<file path="config.mk">
export PLATFORM = sky130hd
export DESIGN_NAME = uarx_top
export DESIGN_NICKNAME = d
export VERILOG_FILES = /design/src/uarx_pkg.sv /design/src/uarx_top.sv /design/src/uarx_baud.sv
export VERILOG_INCLUDE_DIRS = /design/src
export SDC_FILE = /design/constraint.sdc
export NUM_CORES = 1
export LEC_CHECK = 0
export BUFFER_PORTS_ARGS = -buffer_cell sky130_fd_sc_hd__buf_2
export CORE_MARGIN = 8
export CORE_UTILIZATION = 45
export CTS_BUF_LIST = sky130_fd_sc_hd__clkbuf_4 sky130_fd_sc_hd__clkbuf_8
export CTS_CLUSTER_DIAMETER = 50
export DETAILED_ROUTE_END_ITERATION = 10
export PLACE_DENSITY = 0.69
export SKIP_CTS_REPAIR_TIMING = 1
export SYNTH_ARGS = -nofsm -noshare
export SYNTH_HDL_FRONTEND = slang
export SYNTH_HIERARCHICAL = 1
export SYNTH_SLANG_ARGS = --single-unit
</file>
<file path="constraint.sdc">
create_clock -name sys_clk -period 3.25 [get_ports sys_clk]
set_input_delay 0.4875 -clock sys_clk [delete_from_list [all_inputs] [get_ports sys_clk]]
set_output_delay 0.4875 -clock sys_clk [all_outputs]
set_load 0.01 [all_outputs]
</file>
<file path="src/uarx_regs.svh">
// Register offsets, field positions, reset values and timing counts of the receive port
`ifndef UARX_REGS_SVH
`define UARX_REGS_SVH

// ==========================================================
// Register byte offsets
`define UARX_OFF_RX_STATUS 8'h00
`define UARX_OFF_RX_DATA 8'h04
`define UARX_OFF_TX_STATUS 8'h08
`define UARX_OFF_BAUD_CTRL 8'h0C
`define UARX_OFF_DIV_HIGH 8'h10
`define UARX_OFF_DIV_LOW 8'h14
`define UARX_OFF_INT_CTRL 8'h18

// ==========================================================
// Receive status and control fields
`define UARX_RS_PORT_EN 7
`define UARX_RS_NINE_EN 6
`define UARX_RS_CONT_EN 4
`define UARX_RS_ADDR_EN 3
`define UARX_RS_FRAME_ERR 2
`define UARX_RS_OVER_ERR 1
`define UARX_RS_NINTH 0

// Transmit status and control fields used by the receiver
`define UARX_TS_SYNC 4
`define UARX_TS_HIGH_SPEED 2

// Baud control fields
`define UARX_BC_IDLE 6
`define UARX_BC_SIXTEEN 3
`define UARX_BC_WAKE 1

// Interrupt control fields
`define UARX_IC_RX_IE 0
`define UARX_IC_RX_IP 1
`define UARX_IC_GLOBAL_IE 2

// ==========================================================
// Reset values
`define UARX_RST_BYTE 8'h00
`define UARX_RST_WORD 32'h0000_0000

// ==========================================================
// Timing counts, in sample ticks and data bits
`define UARX_OVERSAMPLE 16
`define UARX_TICK_LAST 4'hF
`define UARX_TICK_MID 4'h7
`define UARX_LAST_BIT8 4'h7
`define UARX_LAST_BIT9 4'h8

`endif

</file>
<file path="src/uarx_pkg.sv">
// Types shared by the receive port design
`default_nettype none
package uarx_pkg;

	typedef enum logic [2:0] {
		RX_IDLE,
		RX_START,
		RX_DATA,
		RX_STOP
	} uarx_state_t;

endpackage
`default_nettype wire

</file>
<file path="src/uarx_top.sv">
// Asynchronous receive port with address detect, wake-up and APB registers
// Contract
// Software loads divisor and speed bits first
// Software clears sync, sets port enable
// Software picks receive priority before enabling
// Nine-bit, then address detect, then receive
// Address detect drops non-address characters silently
// Address detect loads only ninth-bit-one characters
// Flag on completion; interrupt needs both enables
// Ninth bit and errors readable in status
// Software reads data to check address
// Clearing continuous receive clears latched errors
// Sleep halts baud generator and reception
// Wake enable suspends reception, watches line
// Falling line edge is the wake event
// Wake event sets the receive flag
// Reading received data clears the flag
// First rising edge clears wake enable
// Remote sends all-zero first character
// Remote break long enough for start-up
// Line sampled at sixteen times bit rate
// Idle status shows reception in progress
`timescale 1ns/1ps
`default_nettype none
`include "uarx_regs.svh"
module uarx_top import uarx_pkg::*; (
	// Clock and reset
	input wire logic sys_clk,
	input wire logic rst_n,
	// APB slave
	input wire logic psel,
	input wire logic penable,
	input wire logic pwrite,
	input wire logic [7:0] paddr,
	input wire logic [31:0] pwdata,
	output logic [31:0] prdata,
	output logic pready,
	output logic pslverr,
	// Serial line and power state
	input wire logic rxLine,
	input wire logic sleepReq,
	// Interrupt request to the core
	output logic rxIrq,
	output logic rxIrqHighPri
);
	// ==========================================================
	// Declarations
	logic portEnable, nineBit, contEnable, addrDetect, syncMode, highSpeed, sixteenBit, wakeEnable;
	logic rxIe, rxIp, globalIe;
	logic [7:0] divHigh, divLow;
	logic next_portEnable, next_nineBit, next_contEnable, next_addrDetect, next_syncMode;
	logic next_highSpeed, next_sixteenBit, next_wakeEnable, next_rxIe, next_rxIp, next_globalIe;
	logic [7:0] next_divHigh, next_divLow;
	logic lineMeta, lineQ, linePrev;
	logic next_pready, next_pslverr;
	logic [31:0] next_prdata, rdVal;
	logic rdHit, wrDone, rdDone, dataRead, tick, rxOk, wakeActive, fallEdge, riseEdge;
	uarx_state_t rxState, next_rxState;
	logic [3:0] tickCnt, next_tickCnt, bitCnt, next_bitCnt;
	logic [8:0] shiftReg, next_shiftReg;
	logic [7:0] rxData, next_rxData;
	logic received_ninth_bit, next_received_ninth_bit, framing_error, next_framing_error, overrun_error, next_overrun_error, rxFlag, next_rxFlag;
	logic wakeSeen, next_wakeSeen, wakeClear, charDone, keepChar, loadChar;
	logic [7:0] charByte;
	logic charNinth;

	// ==========================================================
	// Line synchroniser
	always_ff @(posedge sys_clk) begin
		if (!rst_n) begin
			lineMeta <= 1'b1;
			lineQ <= 1'b1;
			linePrev <= 1'b1;
		end else begin
			lineMeta <= rxLine;
			lineQ <= lineMeta;
			linePrev <= lineQ;
		end
	end

	assign fallEdge = linePrev & ~lineQ;
	assign riseEdge = ~linePrev & lineQ;

	// ==========================================================
	// APB slave, one wait state so read data comes from a flop
	assign wrDone = psel & penable & pready & pwrite;
	assign rdDone = psel & penable & pready & ~pwrite;
	assign dataRead = rdDone & (paddr == `UARX_OFF_RX_DATA);

	always_comb begin
		rdVal = `UARX_RST_WORD;
		rdHit = 1'b1;
		case (paddr)
			`UARX_OFF_RX_STATUS: begin
				rdVal[`UARX_RS_PORT_EN] = portEnable;
				rdVal[`UARX_RS_NINE_EN] = nineBit;
				rdVal[`UARX_RS_CONT_EN] = contEnable;
				rdVal[`UARX_RS_ADDR_EN] = addrDetect;
				rdVal[`UARX_RS_FRAME_ERR] = framing_error;
				rdVal[`UARX_RS_OVER_ERR] = overrun_error;
				rdVal[`UARX_RS_NINTH] = received_ninth_bit;
			end
			`UARX_OFF_RX_DATA: rdVal[7:0] = rxData;
			`UARX_OFF_TX_STATUS: begin
				rdVal[`UARX_TS_SYNC] = syncMode;
				rdVal[`UARX_TS_HIGH_SPEED] = highSpeed;
			end
			`UARX_OFF_BAUD_CTRL: begin
				rdVal[`UARX_BC_IDLE] = (rxState == RX_IDLE);
				rdVal[`UARX_BC_SIXTEEN] = sixteenBit;
				rdVal[`UARX_BC_WAKE] = wakeEnable;
			end
			`UARX_OFF_DIV_HIGH: rdVal[7:0] = divHigh;
			`UARX_OFF_DIV_LOW: rdVal[7:0] = divLow;
			`UARX_OFF_INT_CTRL: begin
				rdVal[`UARX_IC_RX_IE] = rxIe;
				rdVal[`UARX_IC_RX_IP] = rxIp;
				rdVal[`UARX_IC_GLOBAL_IE] = globalIe;
			end
			default: rdHit = 1'b0;
		endcase
		next_pready = psel & penable & ~pready;
		next_prdata = prdata;
		next_pslverr = 1'b0;
		if (psel & penable & ~pready) begin
			next_prdata = pwrite ? `UARX_RST_WORD : rdVal;
			next_pslverr = ~rdHit;
		end
	end

	always_ff @(posedge sys_clk) begin
		if (!rst_n) begin
			pready <= 1'b0;
			prdata <= `UARX_RST_WORD;
			pslverr <= 1'b0;
		end else begin
			pready <= next_pready;
			prdata <= next_prdata;
			pslverr <= next_pslverr;
		end
	end

	// ==========================================================
	// Configuration registers
	always_comb begin
		next_portEnable = portEnable;
		next_nineBit = nineBit;
		next_contEnable = contEnable;
		next_addrDetect = addrDetect;
		next_syncMode = syncMode;
		next_highSpeed = highSpeed;
		next_sixteenBit = sixteenBit;
		next_wakeEnable = wakeEnable;
		next_divHigh = divHigh;
		next_divLow = divLow;
		next_rxIe = rxIe;
		next_rxIp = rxIp;
		next_globalIe = globalIe;
		if (wakeClear) begin
			next_wakeEnable = 1'b0;
		end
		if (wrDone) begin
			case (paddr)
				`UARX_OFF_RX_STATUS: begin
					next_portEnable = pwdata[`UARX_RS_PORT_EN];
					next_nineBit = pwdata[`UARX_RS_NINE_EN];
					next_contEnable = pwdata[`UARX_RS_CONT_EN];
					next_addrDetect = pwdata[`UARX_RS_ADDR_EN];
				end
				`UARX_OFF_TX_STATUS: begin
					next_syncMode = pwdata[`UARX_TS_SYNC];
					next_highSpeed = pwdata[`UARX_TS_HIGH_SPEED];
				end
				`UARX_OFF_BAUD_CTRL: begin
					next_sixteenBit = pwdata[`UARX_BC_SIXTEEN];
					next_wakeEnable = pwdata[`UARX_BC_WAKE];
				end
				`UARX_OFF_DIV_HIGH: next_divHigh = pwdata[7:0];
				`UARX_OFF_DIV_LOW: next_divLow = pwdata[7:0];
				`UARX_OFF_INT_CTRL: begin
					next_rxIe = pwdata[`UARX_IC_RX_IE];
					next_rxIp = pwdata[`UARX_IC_RX_IP];
					next_globalIe = pwdata[`UARX_IC_GLOBAL_IE];
				end
				default: next_portEnable = portEnable;
			endcase
		end
	end

	always_ff @(posedge sys_clk) begin
		if (!rst_n) begin
			portEnable <= 1'b0;
			nineBit <= 1'b0;
			contEnable <= 1'b0;
			addrDetect <= 1'b0;
			syncMode <= 1'b0;
			highSpeed <= 1'b0;
			sixteenBit <= 1'b0;
			wakeEnable <= 1'b0;
			divHigh <= `UARX_RST_BYTE;
			divLow <= `UARX_RST_BYTE;
			rxIe <= 1'b0;
			rxIp <= 1'b0;
			globalIe <= 1'b0;
		end else begin
			portEnable <= next_portEnable;
			nineBit <= next_nineBit;
			contEnable <= next_contEnable;
			addrDetect <= next_addrDetect;
			syncMode <= next_syncMode;
			highSpeed <= next_highSpeed;
			sixteenBit <= next_sixteenBit;
			wakeEnable <= next_wakeEnable;
			divHigh <= next_divHigh;
			divLow <= next_divLow;
			rxIe <= next_rxIe;
			rxIp <= next_rxIp;
			globalIe <= next_globalIe;
		end
	end

	// ==========================================================
	// Sample tick, stopped in sleep
	uarx_baud u_baud (
		.sys_clk(sys_clk),
		.rst_n(rst_n),
		.run(portEnable & ~syncMode & ~sleepReq),
		.fastMode(highSpeed | sixteenBit),
		.divisor(sixteenBit ? {divHigh, divLow} : {8'h00, divLow}),
		.tick(tick)
	);

	// ==========================================================
	// Receiver and wake-up
	// Overrun halts reception until continuous receive is cycled
	assign rxOk = portEnable & ~syncMode & contEnable & ~wakeEnable & ~sleepReq & ~overrun_error;
	assign wakeActive = wakeEnable & portEnable & ~syncMode;
	assign charByte = nineBit ? shiftReg[7:0] : shiftReg[8:1];
	assign charNinth = nineBit & shiftReg[8];
	assign charDone = (rxState == RX_STOP) & tick & (tickCnt == `UARX_TICK_LAST);
	assign keepChar = ~(addrDetect & nineBit & ~charNinth);
	assign loadChar = charDone & keepChar & (~rxFlag | dataRead);
	assign wakeClear = wakeSeen & riseEdge;

	always_comb begin
		next_rxState = rxState;
		next_tickCnt = tickCnt;
		next_bitCnt = bitCnt;
		next_shiftReg = shiftReg;
		next_rxData = rxData;
		next_received_ninth_bit = received_ninth_bit;
		next_framing_error = framing_error;
		next_overrun_error = overrun_error;
		next_rxFlag = rxFlag;
		next_wakeSeen = wakeSeen;
		if (tick) begin
			case (rxState)
				RX_IDLE: begin
					if (!lineQ) begin
						next_rxState = RX_START;
						next_tickCnt = 4'h0;
					end
				end
				RX_START: begin
					next_tickCnt = tickCnt + 4'h1;
					if (tickCnt == `UARX_TICK_MID) begin
						next_rxState = lineQ ? RX_IDLE : RX_DATA;
						next_tickCnt = 4'h0;
						next_bitCnt = 4'h0;
					end
				end
				RX_DATA: begin
					next_tickCnt = tickCnt + 4'h1;
					if (tickCnt == `UARX_TICK_LAST) begin
						next_shiftReg = {lineQ, shiftReg[8:1]};
						next_bitCnt = bitCnt + 4'h1;
						if (bitCnt == (nineBit ? `UARX_LAST_BIT9 : `UARX_LAST_BIT8)) begin
							next_rxState = RX_STOP;
						end
					end
				end
				RX_STOP: begin
					next_tickCnt = tickCnt + 4'h1;
					if (tickCnt == `UARX_TICK_LAST) begin
						next_rxState = RX_IDLE;
					end
				end
				default: next_rxState = RX_IDLE;
			endcase
		end
		if (!rxOk) begin
			next_rxState = RX_IDLE;
		end
		if (dataRead) begin
			next_rxFlag = 1'b0;
		end
		if (loadChar) begin
			next_rxData = charByte;
			next_received_ninth_bit = charNinth;
			next_framing_error = ~lineQ;
			next_rxFlag = 1'b1;
		end else if (charDone & keepChar) begin
			next_overrun_error = 1'b1;
		end
		if (wakeActive & ~wakeSeen & fallEdge) begin
			next_wakeSeen = 1'b1;
			next_rxFlag = 1'b1;
		end
		if (wakeClear | ~wakeEnable) begin
			next_wakeSeen = 1'b0;
		end
		if (!contEnable) begin
			next_framing_error = 1'b0;
			next_overrun_error = 1'b0;
		end
	end

	always_ff @(posedge sys_clk) begin
		if (!rst_n) begin
			rxState <= RX_IDLE;
			tickCnt <= 4'h0;
			bitCnt <= 4'h0;
			shiftReg <= 9'h000;
			rxData <= `UARX_RST_BYTE;
			received_ninth_bit <= 1'b0;
			framing_error <= 1'b0;
			overrun_error <= 1'b0;
			rxFlag <= 1'b0;
			wakeSeen <= 1'b0;
		end else begin
			rxState <= next_rxState;
			tickCnt <= next_tickCnt;
			bitCnt <= next_bitCnt;
			shiftReg <= next_shiftReg;
			rxData <= next_rxData;
			received_ninth_bit <= next_received_ninth_bit;
			framing_error <= next_framing_error;
			overrun_error <= next_overrun_error;
			rxFlag <= next_rxFlag;
			wakeSeen <= next_wakeSeen;
		end
	end

	assign rxIrq = rxFlag & rxIe & globalIe;
	assign rxIrqHighPri = rxFlag & rxIe & globalIe & rxIp;
endmodule
`default_nettype wire

</file>
<file path="src/uarx_baud.sv">
// Sample tick generator running at sixteen times the bit rate
`timescale 1ns/1ps
`default_nettype none
module uarx_baud (
	// Clock and reset
	input wire logic sys_clk,
	input wire logic rst_n,
	// Control
	input wire logic run,
	input wire logic fastMode,
	input wire logic [15:0] divisor,
	// Sample tick
	output logic tick
);
	logic [17:0] cnt;
	logic [17:0] next_cnt;
	logic next_tick;
	logic [17:0] limit;

	// ==========================================================
	// Divider
	always_comb begin
		// Slow mode stretches each tick by four for the coarse range
		limit = fastMode ? {2'b00, divisor} : {divisor, 2'b11};
		next_cnt = cnt;
		next_tick = 1'b0;
		if (!run) begin
			next_cnt = 18'h0_0000;
		end else if (cnt >= limit) begin
			next_cnt = 18'h0_0000;
			next_tick = 1'b1;
		end else begin
			next_cnt = cnt + 18'h0_0001;
		end
	end

	always_ff @(posedge sys_clk) begin
		if (!rst_n) begin
			cnt <= 18'h0_0000;
			tick <= 1'b0;
		end else begin
			cnt <= next_cnt;
			tick <= next_tick;
		end
	end
endmodule
`default_nettype wire

</file>
==> impl_results.md <==
* Detailed Place HPWL at 9.02 mm
* Critical Path Fanout Max at 18
* Initial core utilization at 46.4%
* Max-slew headroom at between 30% and 40%
* Root buffer cell: clkbuf_8
* Slowest-stage cell, CP: dfxtp_1
* Worst hold stages at 2
* Post-Syn Area per Cell at 9.22 sq um
* Vias in the first global route at 3902
* RR Endpoint: u_baud/cnt[9]
* Main synth FF type: dfxtp_1
* Max cap viols at 0
* Total wire length at 12.0 mm
* Register area share after synthesis at 36.1%
* Netlist cell types at 68
* Slowest cell delay on critical path at between 0.5 and 0.6 ns
* Ys Warns at 6
* IO buf count at 34
* Hold Startpoint: rxLine
* Die area at approximately 0.015 sq mm
* Layout cell share with drive strength beyond 1 at 14.6%
* Placed cell area at 0.00521 sq mm
* Remaining antenna violation count at 0
* Leak Pwr at 0.00213 uW
* Final Net Count at 640
* Hold EP: lineMeta
* H-tree depth at 3
* Initial antenna violation count at 1
* Status: completed
* Final Hold Viols at 0
* Worst setup SP type: flop
* Routed vias at 4069
* Worst Path Required at 3.54 ns
* Boundary pin count at 83
* Setup TNS Final at 0 ns
* Drt pass-1 iters at 5
* TritonCTS clock tree: yes
* Gp weighted congestion at 0.856
* Worst-Skew Late Latency at 0.37 ns
* Gr usage total at 16.5%
* # fillers at 1021
* # clock sinks at 91
* Total congestion overflow at 0
* # rows at 38
* First-pass GRT wire length at a little under 20 mm
* Critical path type: flop to flop
* Period utilization at 88.1%
* Die height at roughly 120 microns
* Hold/Removal Path Class: input pin to flop
* Clock skew at 0.0130 ns
* Final setup vio count at 0
* Post-Synthesis Cell Area at 0.00505 sq mm
* DR WL/cell at approximately 17 microns
* Cells along the critical path: or2_2 -> mux2i_1 -> ha_1 -> a211o_1 -> a21oi_1 -> o21ai_1 -> a221o_1 -> buf_4 -> nor3_1
* Cells after synthesis at 548
* DR vias/cell at roughly 5.7
* Die Wd at 122 microns
* R2r setup slk at 0.39 ns
* Core area at 0.0109 sq mm
* Pwr/cell area at roughly 360 mW/mm^2
* Reg2Reg Depth at 9
* 1st-iter DRT viols at between 300 and 400
* Number of synthesized register bits at 91
* Max Slew Vio Count at 0
* Commonest non-fill, non-tap cells in the layout: dfxtp_1 (91), mux2i_1 (63), nor2_1 (57), buf_2 (34), nand2_1 (30)
* RSZ-0062 raised after global routing: no
* Reg2reg start: sixteenBit
* Design area at 0.00540 sq mm
* VDD IR-drop max at 0.171 mV
* Largest net degree at the start of global routing at 55
* Number of flops mapped to enable cells by yosys at 0
* Longest Clk Path Bufs at 2
* Worst EP arrival at 3.15 ns
* Slew of the pin with the lowest slew margin at 0.923 ns
* Async set-reset flop share out of synthesis at 0%
* Num CTS Buffers at 9
* Hold slack at 0.296 ns
* Clk slew on worst S/H paths at 0.10 ns
* Commonest non-fill, non-tap cell in the layout: dfxtp_1
* Area growth from synthesis to layout at 6.94%
* Endpoint class of the critical path: flop
* Drt drc at 0
* Minimum clock period at 2.86 ns
* Max Clk Rate at around 350 MHz
==> final cells by class <==
| type | count | area [sq um] | area share (%) |
|---|---|---|---|
| diodes | 1 | 2.50 | 0.0463 |
| clock buffers | 9 | 124 | 2.29 |
| clock inverters | 7 | 63.8 | 1.18 |
| inverters | 5 | 18.8 | 0.348 |
| multi-input cells | 424 | 2970 | 55.0 |
| flip-flops and latches | 91 | 1820 | 33.7 |
| well taps | 140 | 175 | 3.24 |
| repair buffers | 41 | 223 | 4.12 |
==> report_power, final <==
| group | internal, uW | total [uW] | leakage [uW] | switching (uW) |
|---|---|---|---|---|
| logic | 24.3 | 92.9 | 0.00130 | 68.6 |
| registers | 1120 | 1120 | 0.000734 | 2.81 |
| clock network | 297 | 750 | 0.0000907 | 453 |
==> synthesized netlist by cell type, types with 3 or more instances <==
cell       n  area share (%)
a211oi_1   6            0.89
a21oi_1   27             2.7
a22o_1     3            0.52
a311oi_1   7             1.2
a32oi_1    3            0.52
and2_1    12             1.5
and3_1    10             1.2
buf_2      3            0.30
buf_4     24             3.6
buf_6      3            0.67
clkbuf_1  19             1.4
dfxtp_1   91              36
ha_1      21             5.2
inv_1      4            0.30
mux2_2     3            0.67
mux2i_1   63              12
mux4_2     3             1.3
nand2_1   30             2.2
nand2b_1   8            0.99
nand3_1   27             2.7
nand3b_1   5            0.74
nand4_1    9             1.1
nor2_1    57             4.2
nor2b_1    4            0.50
nor3_1    17             1.7
nor3_2     9             1.8
nor4_1     6            0.74
nor4b_1    3            0.52
o21ai_0    6            0.59
or3_1      3            0.37
xnor2_1    7             1.2
xor2_1    12             2.1
==> worst max-delay path by stage <==
stage                     slack (ns)       start        endpoint  cells after the start
after floorplan                 0.15  sixteenBit  u_baud/cnt[16]                     13
after global placement          0.53  sixteenBit  u_baud/cnt[15]                      9
after detailed placement        0.41  sixteenBit   u_baud/cnt[9]                      9
after CTS                       0.40  sixteenBit   u_baud/cnt[9]                      9
after global routing            0.20  sixteenBit  u_baud/cnt[10]                      9
final                           0.39  sixteenBit   u_baud/cnt[9]                      9
==> critical path: cells and delay by family (launching register included) <==
kind                       cells  cell delay, ns
AOI/OAI and AO/OA              4            0.80
adders and majority gates      1            0.27
buffers and inverters          1            0.23
DFF                            1            0.52
muxes                          1            0.27
and+or+nand+nor                2            0.70
==> layer usage <==
metal	part of all wire (%)	routed length, microns	track usage, %	vias to the layer above
met4	1.9	227	7.02	2
met5	0.067	8	0	-
li1	-	-	-	1990
met3	9.6	1150	3.84	16
met1	45	5370	22.3	1906
met2	44	5220	24.7	155
==> flip-flops by register name (all words and copies together), names as in the netlist, 2 cells and up <==
name,flops
tickCnt,4
u_baud/cnt,18
divLow,8
rxState,2
bitCnt,4
shiftReg,9
rxData,8
divHigh,8
prdata,8
==> through the flow <==
step / std cells / worst slack [ns] / util [%] / power (uW)
after CTS: 717 / 0.398 / 49.6 / 1980
after global placement: 701 / 0.535 / 47.9 / 1240
after detailed placement: 701 / 0.410 / 47.9 / 1240
after global routing: 717 / 0.197 / 49.6 / 2040
final: 718 / 0.388 / 49.6 / 1960
after floorplan: 571 / 0.147 / - / 1220
==> logic make-up (layout without fill, tap and decap cells) <==
logic type	Yosys count	count (layout)	synth area share (%)
and+or+nand+nor	210	210	22.2
adders and majority gates	21	21	5.20
DFF	91	91	36.1
muxes	69	69	14.5
xor gates and xnor gates	19	19	3.30
other	1	25	0.0743
AOI/OAI and AO/OA	81	81	11.8
buffers and inverters	56	62	6.79
Note: power is estimated with default switching activity, not from simulation.
